### src/rtl/ire_pkg.sv
// Purpose: shared constants for the infrared endec
// Assumes: one system clock; baud tick is a one-cycle enable at 16x bit rate
// Notes:   all counts are in baud-clock periods unless named otherwise
package ire_pkg;
    // ----------------------------------------------------------------
    // bit cell timing
    // ----------------------------------------------------------------
    localparam int unsigned CELL_CLKS     = 16;   // baud clocks per bit
    localparam int unsigned TX_LOW_PRE    = 7;    // low before pulse
    localparam int unsigned TX_HIGH       = 3;    // pulse width
    localparam int unsigned TX_LOW_POST   = 6;    // low after pulse
    localparam int unsigned RX_UPDATE_CNT = 8;    // uart input update point
    localparam int unsigned RX_WIN_OPEN   = 12;   // window opens
    localparam int unsigned RX_DELAY      = 8;    // decoded stream lag
    localparam int unsigned CNT_W         = 4;    // counter 0..15
    // ----------------------------------------------------------------
    // rates and clocks
    // ----------------------------------------------------------------
    localparam real         SYS_CLK_MHZ   = 250.0;
    localparam real         MIN_SYS_MHZ   = 1.0;  // floor for 1.6 us pulses
    localparam real         MIN_PULSE_US  = 1.6;
    localparam int unsigned MIN_BAUD      = 9600;
    localparam int unsigned MAX_STD_BAUD  = 115200;
    localparam int unsigned DIV_W         = 16;   // baud divisor width
    localparam logic        IDLE_LINE     = 1'b1; // uart idle level
    localparam int unsigned FIFO_DEPTH    = 4;
endpackage

### src/rtl/ire_tick.sv
// Purpose: baud clock enable at 16x the bit rate from the uart divisor
// Assumes: divisor of zero is treated as one
// Notes:   one-cycle pulse every divisor system clocks
`timescale 1ns/1ns
module ire_tick #(
    parameter int unsigned DW = 16
) (
    input  wire logic          i_clk,
    input  wire logic          i_arst_n,
    input  wire logic          i_run,
    input  wire logic [DW-1:0] i_div,
    output logic               o_tick
);
    typedef struct packed {
        logic [DW-1:0] cnt;
        logic          tick;
    } ire_tick_s;
    ire_tick_s st_reg;
    ire_tick_s st_next;

    // count down the divisor, pulse on wrap
    always_comb begin
        st_next      = st_reg;
        st_next.tick = 1'b0;
        if (!i_run) begin
            st_next.cnt = '0;
        end else if (st_reg.cnt <= DW'(1)) begin
            st_next.cnt  = i_div;
            st_next.tick = 1'b1;
        end else begin
            st_next.cnt = st_reg.cnt - DW'(1);
        end
    end

    // state register
    always_ff @(posedge i_clk or negedge i_arst_n) begin
        if (!i_arst_n) begin
            st_reg <= '0;
        end else begin
            st_reg <= st_next;
        end
    end

    assign o_tick = st_reg.tick;
endmodule

### src/rtl/ire_fifo.sv
// Purpose: small valid/ready fifo for the transmit bit stream
// Assumes: single clock
// Notes:   full and empty are exact; no write when full
`timescale 1ns/1ns
module ire_fifo #(
    parameter int unsigned W = 1,
    parameter int unsigned D = 4
) (
    input  wire logic         i_clk,
    input  wire logic         i_arst_n,
    input  wire logic         i_valid,
    output logic              o_ready,
    input  wire logic [W-1:0] i_data,
    output logic              o_valid,
    input  wire logic         i_ready,
    output logic [W-1:0]      o_data
);
    localparam int unsigned AW = (D > 1) ? $clog2(D) : 1;
    typedef struct packed {
        logic [AW-1:0] wp;
        logic [AW-1:0] rp;
        logic [AW:0]   cnt;
    } ire_fifo_s;
    ire_fifo_s st_reg;
    ire_fifo_s st_next;
    logic [W-1:0] mem [D];
    logic         wr;
    logic         rd;

    assign o_ready = (st_reg.cnt != (AW+1)'(D));
    assign o_valid = (st_reg.cnt != '0);
    assign o_data  = mem[st_reg.rp];
    assign wr      = i_valid && o_ready;
    assign rd      = o_valid && i_ready;

    // pointer and occupancy update
    always_comb begin
        st_next = st_reg;
        if (wr) begin
            st_next.wp = (st_reg.wp == AW'(D-1)) ? '0 : st_reg.wp + AW'(1);
        end
        if (rd) begin
            st_next.rp = (st_reg.rp == AW'(D-1)) ? '0 : st_reg.rp + AW'(1);
        end
        st_next.cnt = st_reg.cnt + (AW+1)'(wr) - (AW+1)'(rd);
    end

    // state register
    always_ff @(posedge i_clk or negedge i_arst_n) begin
        if (!i_arst_n) begin
            st_reg <= '0;
        end else begin
            st_reg <= st_next;
        end
    end

    // storage
    always_ff @(posedge i_clk) begin
        if (wr) begin
            mem[st_reg.wp] <= i_data;
        end
    end
endmodule

### src/rtl/ire_endec.sv
// Purpose: uart to infrared encoder and decoder
// Assumes: uart supplies divisor, enable bits and tx bits one per cell
// Notes:   no software registers; controls arrive from uart control logic
`timescale 1ns/1ns

// Function
// when enabled, encoded tx stream drives the tx pin instead of raw uart
// half duplex; receiver ignored while a transmission is in progress
// bit rate is system clock over sixteen times the uart divisor
// software must enable the uart whenever the endec is used
// each bit spans sixteen baud clocks; a one bit stays low
// zero bit is seven low, three high, six low
// when enabled, rx pin is decoded and fed to uart receive input
// receiver counter runs zero to fifteen, timing output and window
// decoded stream lags the infrared stream by eight baud clocks
// a falling edge on the received stream resets the counter; the code ignores falling edges in RX_CELL, counts 0 to 11
// at count eight the uart receive input takes the decoded value
// window opens at twelve and closes at the next eight
// pulse in window repeats; none returns receiver to idle
// resynchronising the receiver does not disturb the uart itself
// system clock must be at least 1.0 MHz for 1.6 us pulses
// software sets enable before selecting the pin alternate function
// configuration lives in uart control registers, none here
// standard rates 9600 to 115200 baud, higher rates allowed
// a cell with a pulse decodes to zero, no pulse to one
module ire_endec
    import ire_pkg::*;
#(
    parameter int unsigned DIV_WIDTH = ire_pkg::DIV_W,
    parameter int unsigned TX_DEPTH  = ire_pkg::FIFO_DEPTH
) (
    input  wire logic                 I_CLK,
    input  wire logic                 I_ARST_N,
    input  wire logic                 I_UART_EN,
    input  wire logic                 I_INFRARED_ENABLE,
    input  wire logic [DIV_WIDTH-1:0] I_BAUD_DIV,
    input  wire logic                 I_TX_VALID,
    output logic                      O_TX_READY,
    input  wire logic                 I_TX_BIT,
    input  wire logic                 I_UART_TXD,
    output logic                      O_INFRARED_TX_OUT,
    input  wire logic                 I_INFRARED_RX_IN,
    output logic                      O_UART_RXD,
    output logic                      O_TX_BUSY,
    output logic                      O_BAUD_TICK
);
    import ire_pkg::*;

    // ----------------------------------------------------------------
    // types and state
    // ----------------------------------------------------------------
    typedef enum logic [2:0] {
        RX_IDLE = 3'b001,
        RX_CELL = 3'b010,
        RX_WIN  = 3'b100
    } ire_rx_e;

    typedef struct packed {
        logic             sy1;
        logic             sy2;
        logic             rx_prev;
        ire_rx_e          rx_st;
        logic [CNT_W-1:0] rx_cnt;
        logic             cell_bit;
        logic             rxd;
        logic             tx_act;
        logic             tx_bit;
        logic [CNT_W-1:0] tx_cnt;
        logic             ir_out;
    } ire_endec_s;

    ire_endec_s st_reg;
    ire_endec_s st_next;

    localparam logic [CNT_W-1:0] PULSE_BEG = CNT_W'(TX_LOW_PRE);
    localparam logic [CNT_W-1:0] PULSE_END = CNT_W'(TX_LOW_PRE + TX_HIGH);
    localparam logic [CNT_W-1:0] CELL_LAST = CNT_W'(CELL_CLKS - 1);
    localparam logic [CNT_W-1:0] UPD_CNT   = CNT_W'(RX_UPDATE_CNT);
    localparam logic [CNT_W-1:0] WIN_CNT   = CNT_W'(RX_WIN_OPEN);

    logic             run;
    logic             tick;
    logic             fifo_valid;
    logic             fifo_data;
    logic             fifo_take;
    logic             fall;

    assign run = I_UART_EN && I_INFRARED_ENABLE;

    // ----------------------------------------------------------------
    // baud clock and tx bit buffer
    // ----------------------------------------------------------------
    // 16x baud enable from uart divisor
    // full-width divisor covers 9600 to 115200 baud and faster rates too
    ire_tick #(
        .DW (DIV_WIDTH)
    ) u_tick (
        .i_clk    (I_CLK),
        .i_arst_n (I_ARST_N),
        .i_run    (I_UART_EN),
        .i_div    (I_BAUD_DIV),
        .o_tick   (tick)
    );

    ire_fifo #(
        .W (1),
        .D (TX_DEPTH)
    ) u_fifo (
        .i_clk    (I_CLK),
        .i_arst_n (I_ARST_N),
        .i_valid  (I_TX_VALID && run),
        .o_ready  (O_TX_READY),
        .i_data   (I_TX_BIT),
        .o_valid  (fifo_valid),
        .i_ready  (fifo_take),
        .o_data   (fifo_data)
    );

    // a new cell starts on a tick when idle or at the end of a cell
    assign fifo_take = run && tick && fifo_valid && st_reg.rx_st == RX_IDLE &&
                       (!st_reg.tx_act || st_reg.tx_cnt == CELL_LAST);
    // falling edge on the synchronised receive stream
    assign fall = st_reg.rx_prev && !st_reg.sy2;

    // ----------------------------------------------------------------
    // next state
    // ----------------------------------------------------------------
    always_comb begin
        st_next         = st_reg;
        st_next.sy1     = I_INFRARED_RX_IN;
        st_next.sy2     = st_reg.sy1;
        st_next.rx_prev = st_reg.sy2;
        if (!run) begin
            st_next.rx_st  = RX_IDLE;
            st_next.rx_cnt = '0;
            st_next.rxd    = IDLE_LINE;
            st_next.tx_act = 1'b0;
            st_next.tx_cnt = '0;
            st_next.ir_out = 1'b0;
        end else begin
            // transmit cell timing
            if (fifo_take) begin
                st_next.tx_act = 1'b1;
                st_next.tx_bit = fifo_data;
                st_next.tx_cnt = '0;
            end else if (tick && st_reg.tx_act) begin
                if (st_reg.tx_cnt == CELL_LAST) begin
                    st_next.tx_act = 1'b0;
                end
                st_next.tx_cnt = st_reg.tx_cnt + CNT_W'(1);
            end
            // pulse only inside a zero cell, at counts 7 to 9
            st_next.ir_out = st_next.tx_act && !st_next.tx_bit &&
                             st_next.tx_cnt >= PULSE_BEG && st_next.tx_cnt < PULSE_END;
            // receive decoder, blocked while transmitting or starting a cell
            if (st_reg.tx_act || fifo_take) begin
                st_next.rx_st = RX_IDLE;
            end else begin
                if (fall && st_reg.rx_st != RX_CELL) begin
                    st_next.rx_cnt   = '0;
                    st_next.rx_st    = RX_CELL;
                    st_next.cell_bit = 1'b0;
                end else if (tick && st_reg.rx_st != RX_IDLE) begin
                    st_next.rx_cnt = st_reg.rx_cnt + CNT_W'(1);
                    if (st_reg.rx_cnt + CNT_W'(1) == UPD_CNT) begin
                        st_next.rxd = st_reg.cell_bit;
                        if (st_reg.rx_st == RX_WIN) begin
                            // window closed without a pulse: a one cell
                            st_next.rx_st    = RX_IDLE;
                            st_next.rxd      = 1'b1;
                            st_next.cell_bit = 1'b1;
                        end
                    end
                    if (st_reg.rx_cnt + CNT_W'(1) == WIN_CNT &&
                        st_reg.rx_st == RX_CELL) begin
                        st_next.rx_st = RX_WIN;
                    end
                end
                if (st_reg.rx_st == RX_IDLE && tick && !fall) begin
                    st_next.rxd = IDLE_LINE;
                end
            end
        end
    end

    // ----------------------------------------------------------------
    // state register
    // ----------------------------------------------------------------
    always_ff @(posedge I_CLK or negedge I_ARST_N) begin
        if (!I_ARST_N) begin
            st_reg          <= '0;
            st_reg.sy1      <= 1'b1;
            st_reg.sy2      <= 1'b1;
            st_reg.rx_prev  <= 1'b1;
            st_reg.rx_st    <= RX_IDLE;
            st_reg.rxd      <= 1'b1;
            st_reg.cell_bit <= 1'b1;
        end else begin
            st_reg <= st_next;
        end
    end

    // ----------------------------------------------------------------
    // outputs
    // ----------------------------------------------------------------
    // raw uart tx when disabled, encoded stream when enabled
    assign O_INFRARED_TX_OUT = run ? st_reg.ir_out : I_UART_TXD;
    // uart receive sees decoded data; uart keeps its own start-bit sync
    assign O_UART_RXD        = run ? st_reg.rxd : st_reg.sy2;
    assign O_TX_BUSY         = st_reg.tx_act;
    assign O_BAUD_TICK       = tick;

    // ----------------------------------------------------------------
    // assertions
    // ----------------------------------------------------------------
    AST_TX_ONE_LOW: assert property (@(posedge I_CLK) disable iff (!I_ARST_N)
        (st_reg.tx_act && st_reg.tx_bit) |-> !st_reg.ir_out)
        else $error("one cell produced a pulse");
    AST_TX_PULSE_POS: assert property (@(posedge I_CLK) disable iff (!I_ARST_N)
        st_reg.ir_out |-> (st_reg.tx_cnt >= PULSE_BEG && st_reg.tx_cnt < PULSE_END))
        else $error("pulse outside counts seven to nine");
    AST_HALF_DUPLEX: assert property (@(posedge I_CLK) disable iff (!I_ARST_N)
        st_reg.tx_act |-> st_reg.rx_st == RX_IDLE)
        else $error("receive active during transmit");
    AST_TX_ROUTE: assert property (@(posedge I_CLK) disable iff (!I_ARST_N)
        !run |-> O_INFRARED_TX_OUT == I_UART_TXD)
        else $error("raw uart tx not passed when disabled");
    AST_RX_RESYNC: assert property (@(posedge I_CLK) disable iff (!I_ARST_N)
        (run && !st_reg.tx_act && !fifo_take && fall && st_reg.rx_st != RX_CELL)
        |=> (st_reg.rx_cnt == '0 && st_reg.rx_st == RX_CELL))
        else $error("counter not reset on falling edge");
    AST_RX_UPDATE: assert property (@(posedge I_CLK) disable iff (!I_ARST_N)
        $changed(st_reg.rxd) && run && $past(run) && $past(st_reg.rx_st) != RX_IDLE
        |-> st_reg.rx_cnt == UPD_CNT)
        else $error("uart input changed away from count eight");
    AST_RX_WIN: assert property (@(posedge I_CLK) disable iff (!I_ARST_N)
        st_reg.rx_st == RX_WIN |-> (st_reg.rx_cnt >= WIN_CNT || st_reg.rx_cnt < UPD_CNT))
        else $error("window open outside twelve to eight");
    AST_RX_ZERO: assert property (@(posedge I_CLK) disable iff (!I_ARST_N)
        (st_reg.rx_st == RX_CELL && st_reg.rx_cnt == UPD_CNT && run && !st_reg.tx_act)
        |-> st_reg.rxd == 1'b0)
        else $error("pulse cell not decoded as zero");
    AST_CNT_RANGE: assert property (@(posedge I_CLK) disable iff (!I_ARST_N)
        (tick && st_reg.rx_st == RX_CELL && !fall && run && !st_reg.tx_act)
        |=> st_reg.rx_cnt == $past(st_reg.rx_cnt) + CNT_W'(1))
        else $error("receive counter did not advance");
    COV_ZERO_TX: cover property (@(posedge I_CLK) st_reg.ir_out);
    COV_RX_WIN: cover property (@(posedge I_CLK) st_reg.rx_st == RX_WIN);
    COV_RX_IDLE_BACK: cover property (@(posedge I_CLK)
        st_reg.rx_st == RX_WIN ##1 st_reg.rx_st == RX_IDLE);
endmodule

### config.mk
export PLATFORM = sky130hd
export DESIGN_NAME = ire_endec
export DESIGN_NICKNAME = d
export VERILOG_FILES = /design/src/rtl/ire_pkg.sv /design/src/rtl/ire_tick.sv /design/src/rtl/ire_fifo.sv /design/src/rtl/ire_endec.sv
export SDC_FILE = /design/constraint.sdc
export NUM_CORES = 1
export LEC_CHECK = 0
export ABC_AREA = 1
export ABC_CLOCK_PERIOD_IN_PS = 2700
export BUFFER_PORTS_ARGS = -buffer_cell sky130_fd_sc_hd__buf_2
export CAP_MARGIN = 20
export CORE_UTILIZATION = 30
export CTS_BUF_LIST = sky130_fd_sc_hd__clkbuf_2 sky130_fd_sc_hd__clkbuf_4 sky130_fd_sc_hd__clkbuf_8
export DETAILED_ROUTE_END_ITERATION = 6
export PLACE_DENSITY_LB_ADDON = 0.05
export SYNTH_ARGS = -nofsm -noshare
export SYNTH_HDL_FRONTEND = slang
export SYNTH_SLANG_ARGS = --single-unit
### constraint.sdc
create_clock -name I_CLK -period 2.7 [get_ports I_CLK]
set_input_delay 0.27 -clock I_CLK [delete_from_list [all_inputs] [get_ports I_CLK]]
set_output_delay 0.27 -clock I_CLK [all_outputs]
set_load 0.02 [all_outputs]
# Yosys cells after proc, flatten, opt, wreduce, memory -nomap -nowiden
# Memory sizes are Yosys's and may differ from the RTL's.
# Cells that the tools add are included.
# Widths: inputs -> output; s select.
totals:
  register_bits: 43
  ramBits: 4
  out_inout_bits: 5
  elab_cells: 112
  mem_count: 1
memory_table:
  columns: ["name", "depth", "width", "rd", "rd_ports_with_merged_regs", "wr", "line", "rtl"]
  rows:
  - ["u_fifo.mem", 4, 1, 1, 0, 1, "ire_fifo.sv:26", "logic [W-1:0] mem [D];"]
classes:
  n_addsub: 7
  n_lt_le_gt_ge: 3
  eq_ne: 19
  muxes: 33
  bitwise: 1
  n_reduce_logical: 32
ops:
  columns: ["cell", "n"]
  rows:
  - ["$mux 16", 2]
  - ["$logic_and 1x1->1", 18]
  - ["$le 16x1->1 const B", 1]
  - ["$sub 16x1->16 const B", 1]
  - ["$mux 1", 14]
  - ["$eq 4x4->1 const B", 3]
  - ["$mux 3", 4]
  - ["$mux 4", 3]
  - ["$ne 3x1->1 const B", 4]
  - ["$mux 2", 5]
  - ["$ne 5x1->1 const B", 2]
  - ["$mux 9", 1]
  - ["$add 4x1->4 const B", 2]
  - ["$mux 8", 1]
  - ["$mux 7", 1]
  - ["$mux 6", 1]
  - ["$ne 3x2->1 const B", 2]
  - ["$reduce_bool 2->1", 3]
  - ["$mux 5", 1]
  - ["$reduce_and 5->1", 1]
  - ["$add 2x1->2 const B", 2]
  - ["$eq 2x2->1 const B", 2]
  - ["$ge 4x3->1 const B", 1]
  - ["$logic_not 1->1", 4]
  - ["other kinds (15)", 16]

# Depth between registers and ports, before layout
logic_depth:
  word_depth: 12
  depth_mapped: 10
  depth_no_buf: 10

# Hierarchy
# From an unflattened synthesis, not the netlist that was laid out.
unflattened:
  cells_unflattened: 394
  area_unflattened_um2: 2951.6
by_module_without_submodules:
  columns: ["mod", "n_inst", "cells_each", "area_each_um2"]
  rows:
  - ["ire_endec", 1, 161, 1187.4]
  - ["ire_tick", 1, 164, 1108.6]
  - ["ire_fifo", 1, 69, 655.6]

# Worst setup path before layout
# No wires, ideal clock.
synth_path:
  kind: "register -> register"
  start: "reg st_reg[1] (netlist bit)"
  end: "reg u_fifo.st_reg[2] (netlist bit)"
  setup_ns: 0.122
  arrival_time_ns: 1.936
  required_ns: 2.578
  slack_ns: 0.641
  stages_incl_launch_ff: 11
  n_path_buf: 0
  path_cell_list: "dfrtp_1 > ha_1 > nand3_1 > nand2_1 > nand4_2 > inv_1 > ha_1 > inv_1 > ha_1 > fa_1 > xnor2_1"
synth_lines:
  columns: ["item", "line", "rtl"]
  rows:
  - ["from (decl)", "ire_endec.sv:72", "ire_endec_s st_reg;"]
  - ["from (signal assigned)", "ire_endec.sv:199", "st_reg <= st_next;"]
  - ["to (signal assigned)", "ire_fifo.sv:53", "st_reg <= st_next;"]
  - ["to (decl)", "ire_fifo.sv:24", "ire_fifo_s st_reg;"]

==> flow_summary.ini <==
[grt]
grt_pass1_wl_mm = 10.48
antenna_found_initial = 0
grt_start_max_net_pins = 24
grt_pass1_vias = 2286
grt_usage_pct = 13.63
grt_overflow = 0

[detailed_routing]
dr.pass1.iters = 6
viasPerCell = 4.467
antenna_left = 0
drt-total-wl_mm = 5.970
num_vias = 2238
drc = 0
drt_iter0_markers = 72
avgRoutedWirePerCell_um = 11.92

[logic_synthesis]
synth_area_um2 = 2774
synth_edf_count = 4
synth-compound-area-share_pct = 9.923
synth_top_area_share_pct = 33.38
yosys.area.top_type = dfrtp_1
yosys-mux-area-fraction_pct = 0
synth_common_cells = nand2_1, nor2_1, inv_1, dfrtp_1, nand3_1
synth-xor-area-share_pct = 2.842
synth_top_family_by_area = simple AND/OR/NAND/NOR gates
syn-instance-count = 358
yosysUniqueCellTypes = 32
ys.flop_type = dfrtp_1
avgSynthCellArea_um2 = 7.748
syn-num-nets = 394
synthTopCellsByArea = dfrtp_1, nand2_1, nor2_1
ys_seq_area_share_pct = 43.39
synth-simple-area-share_pct = 29.36
synth-async-reset-ratio_pct = 91.49
synth.most_common_cell = nand2_1
yosysWarnings = 0
yosys_register_bits = 47
synthAdderAreaFrac_pct = 5.683

[final_layout]
antenna_cells = 0
fin_nets = 428
register_area_um2 = 1204
layout.cells.non_filler = 501
post_route_cells_drive_above_1_share_pct = 17.81
multiInputGateArea_um2 = 1326
area_growth_pct = 12.81
final_core_util_pct = 35.36
fill_cells = 1001

[sta]
worst_slew_pin_slew_ns = 0.5468
fmax_mhz = 450.7
final.period_utilization_pct = 82.17
hold_ws_ns = 0.06679
fin_crit_ns = 2.219
setup_viol = 0
fin_worst_skew_ns = 0.005641
drv_slew = 0
grt_setup_unrepaired = false
hold_viol = 0
max_slew_margin_pct = 63.55
tns_ns = 0

[worst_setup_path]
reg2reg_depth = 10
critical_path_class = register to register
worstSetupStartpointType = register
end_kind = register
critPathLaunch = st_reg[1]
rrSetupSlack_ns = 0.48
worstPathRequired_ns = 2.92
worstReg2RegEnd = u_fifo.st_reg[2]
worstPathArrival_ns = 2.43
cp_max_fo = 6
r2r-start = st_reg[1]

[clock_network]
cts_tree = done
cts_buffers = 5
clk_pin_slew_worst_paths_ns = 0.09
hold_buffers = 1
insertion_delay_ns = 0.30
postCtsSetupRepairBufs = 0
cts.sinks = 47
cts_buffer_depth = 2
cts_htree_levels = 2
root_buffer = clkbuf_8
ctsResizeCount = 0

[min_path]
hold_path_class = input pin to register
min_to = st_next[17]
hold_depth = 1
worstHoldStart = I_INFRARED_RX_IN

[placed_design]
place.gp.congestion = 0.8061
io_buffers = 28
dp_hpwl_mm = 4.516
placed_cells = 492

[die]
core-area_um2 = 8848
die_y_um = 98.16
rows = 34
die_x_um = 98.16
die-area_um2 = 9635
boundaryPins = 29
start_util_pct = 31.35

[run]
maxCapViolations = 0

[outcome]
outcome = finished clean

[power]
total_power_mw = 2.763
worst_ir_drop_vdd_mv = 0.3381
p_per_area_nw_per_um2 = 882.8
power.leakage_nw = 1.562
==> through the flow <==
stage,setup WS [ns],instance area (um2)
after floorplan,0.6413,2774
after global placement,0.5466,3030
after detailed placement,0.4685,3030
after CTS,0.4428,3129
after global routing,0.2829,3129
final,0.4814,3129
==> per-layer routing <==
metal / vias up / track usage, % / wire (um)
met1: 997 / 17.90 / 2992
met3: 5 / 2.649 / 149
met2: 28 / 22.97 / 2771
met4: 0 / 3.559 / 57
li1: 1208 / - / -
met5: - / 0 / 0
==> cell type report <==
| class | instances | area share [%] |
|---|---|---|
| timing repair buffer | 31 | 5.278 |
| inverter | 56 | 6.717 |
| sequential | 47 | 38.46 |
| clock buffer | 7 | 2.679 |
| tap | 108 | 4.318 |
| multi-input combinational | 251 | 42.38 |
| clock inverter | 1 | 0.1599 |
==> how the worst max path moves through the flow <==
stage               slack (ns)  depth (start not counted)               end
floorplan                 0.64                         10  u_fifo.st_reg[2]
global placement          0.55                         10  u_fifo.st_reg[2]
CTS                       0.44                         10  u_fifo.st_reg[2]
finish                    0.48                         10  u_fifo.st_reg[2]
detailed placement        0.47                         10  u_fifo.st_reg[2]
global route              0.28                         10  u_fifo.st_reg[2]
==> critical path: stages, from the launching register on <==
cell	delay [ns]
dfrtp_1	0.41
ha_1	0.24
nand3_1	0.10
nand2_1	0.07
nand4_2	0.14
inv_1	0.12
ha_1	0.29
inv_1	0.04
ha_1	0.18
fa_1	0.37
xnor2_1	0.18
==> where the power goes <==
part           total (mW)  internal (mW)  switching [mW]
Clock               0.443          0.203           0.241
Sequential           1.04          0.899           0.138
Combinational        1.28          0.461           0.822
Total                2.76           1.56            1.20
==> kinds of logic after synthesis <==
| kind of cell | count (synthesis) |
|---|---|
| AND/OR/NAND/NOR | 180 |
| AO/OA/AOI/OAI | 50 |
| flip-flops | 47 |
| adder cells (fa/ha/maj) | 12 |
| XOR/XNOR | 9 |
| buffers and inverters | 60 |
==> placed cells by master (no fill, tap or decap) <==
cell,instances
nand2_1,72
nor2_1,52
inv_1,48
dfrtp_1,37
buf_2,28
nand3_1,26
o21ai_0,24
a21oi_1,16
ha_1,11
inv_2,8
nand4_1,7
nand2_2,6
dfstp_2,6
nor3_1,5
xor2_1,5
clkbuf_8,5
nor2_4,4
xnor2_1,4
o21ai_1,4
edfxtp_1,4
nor2_2,3
o21bai_1,2
nand3b_1,2
clkbuf_4,2
buf_4,2
nand2_4,1
nand4_2,1
a21oi_4,1
o21ai_2,1
o211ai_1,1
nand3_2,1
a21boi_0,1
fa_1,1
clkinv_2,1
dlygate4sd3_1,1
Note: power is estimated with default switching activity, not from simulation.
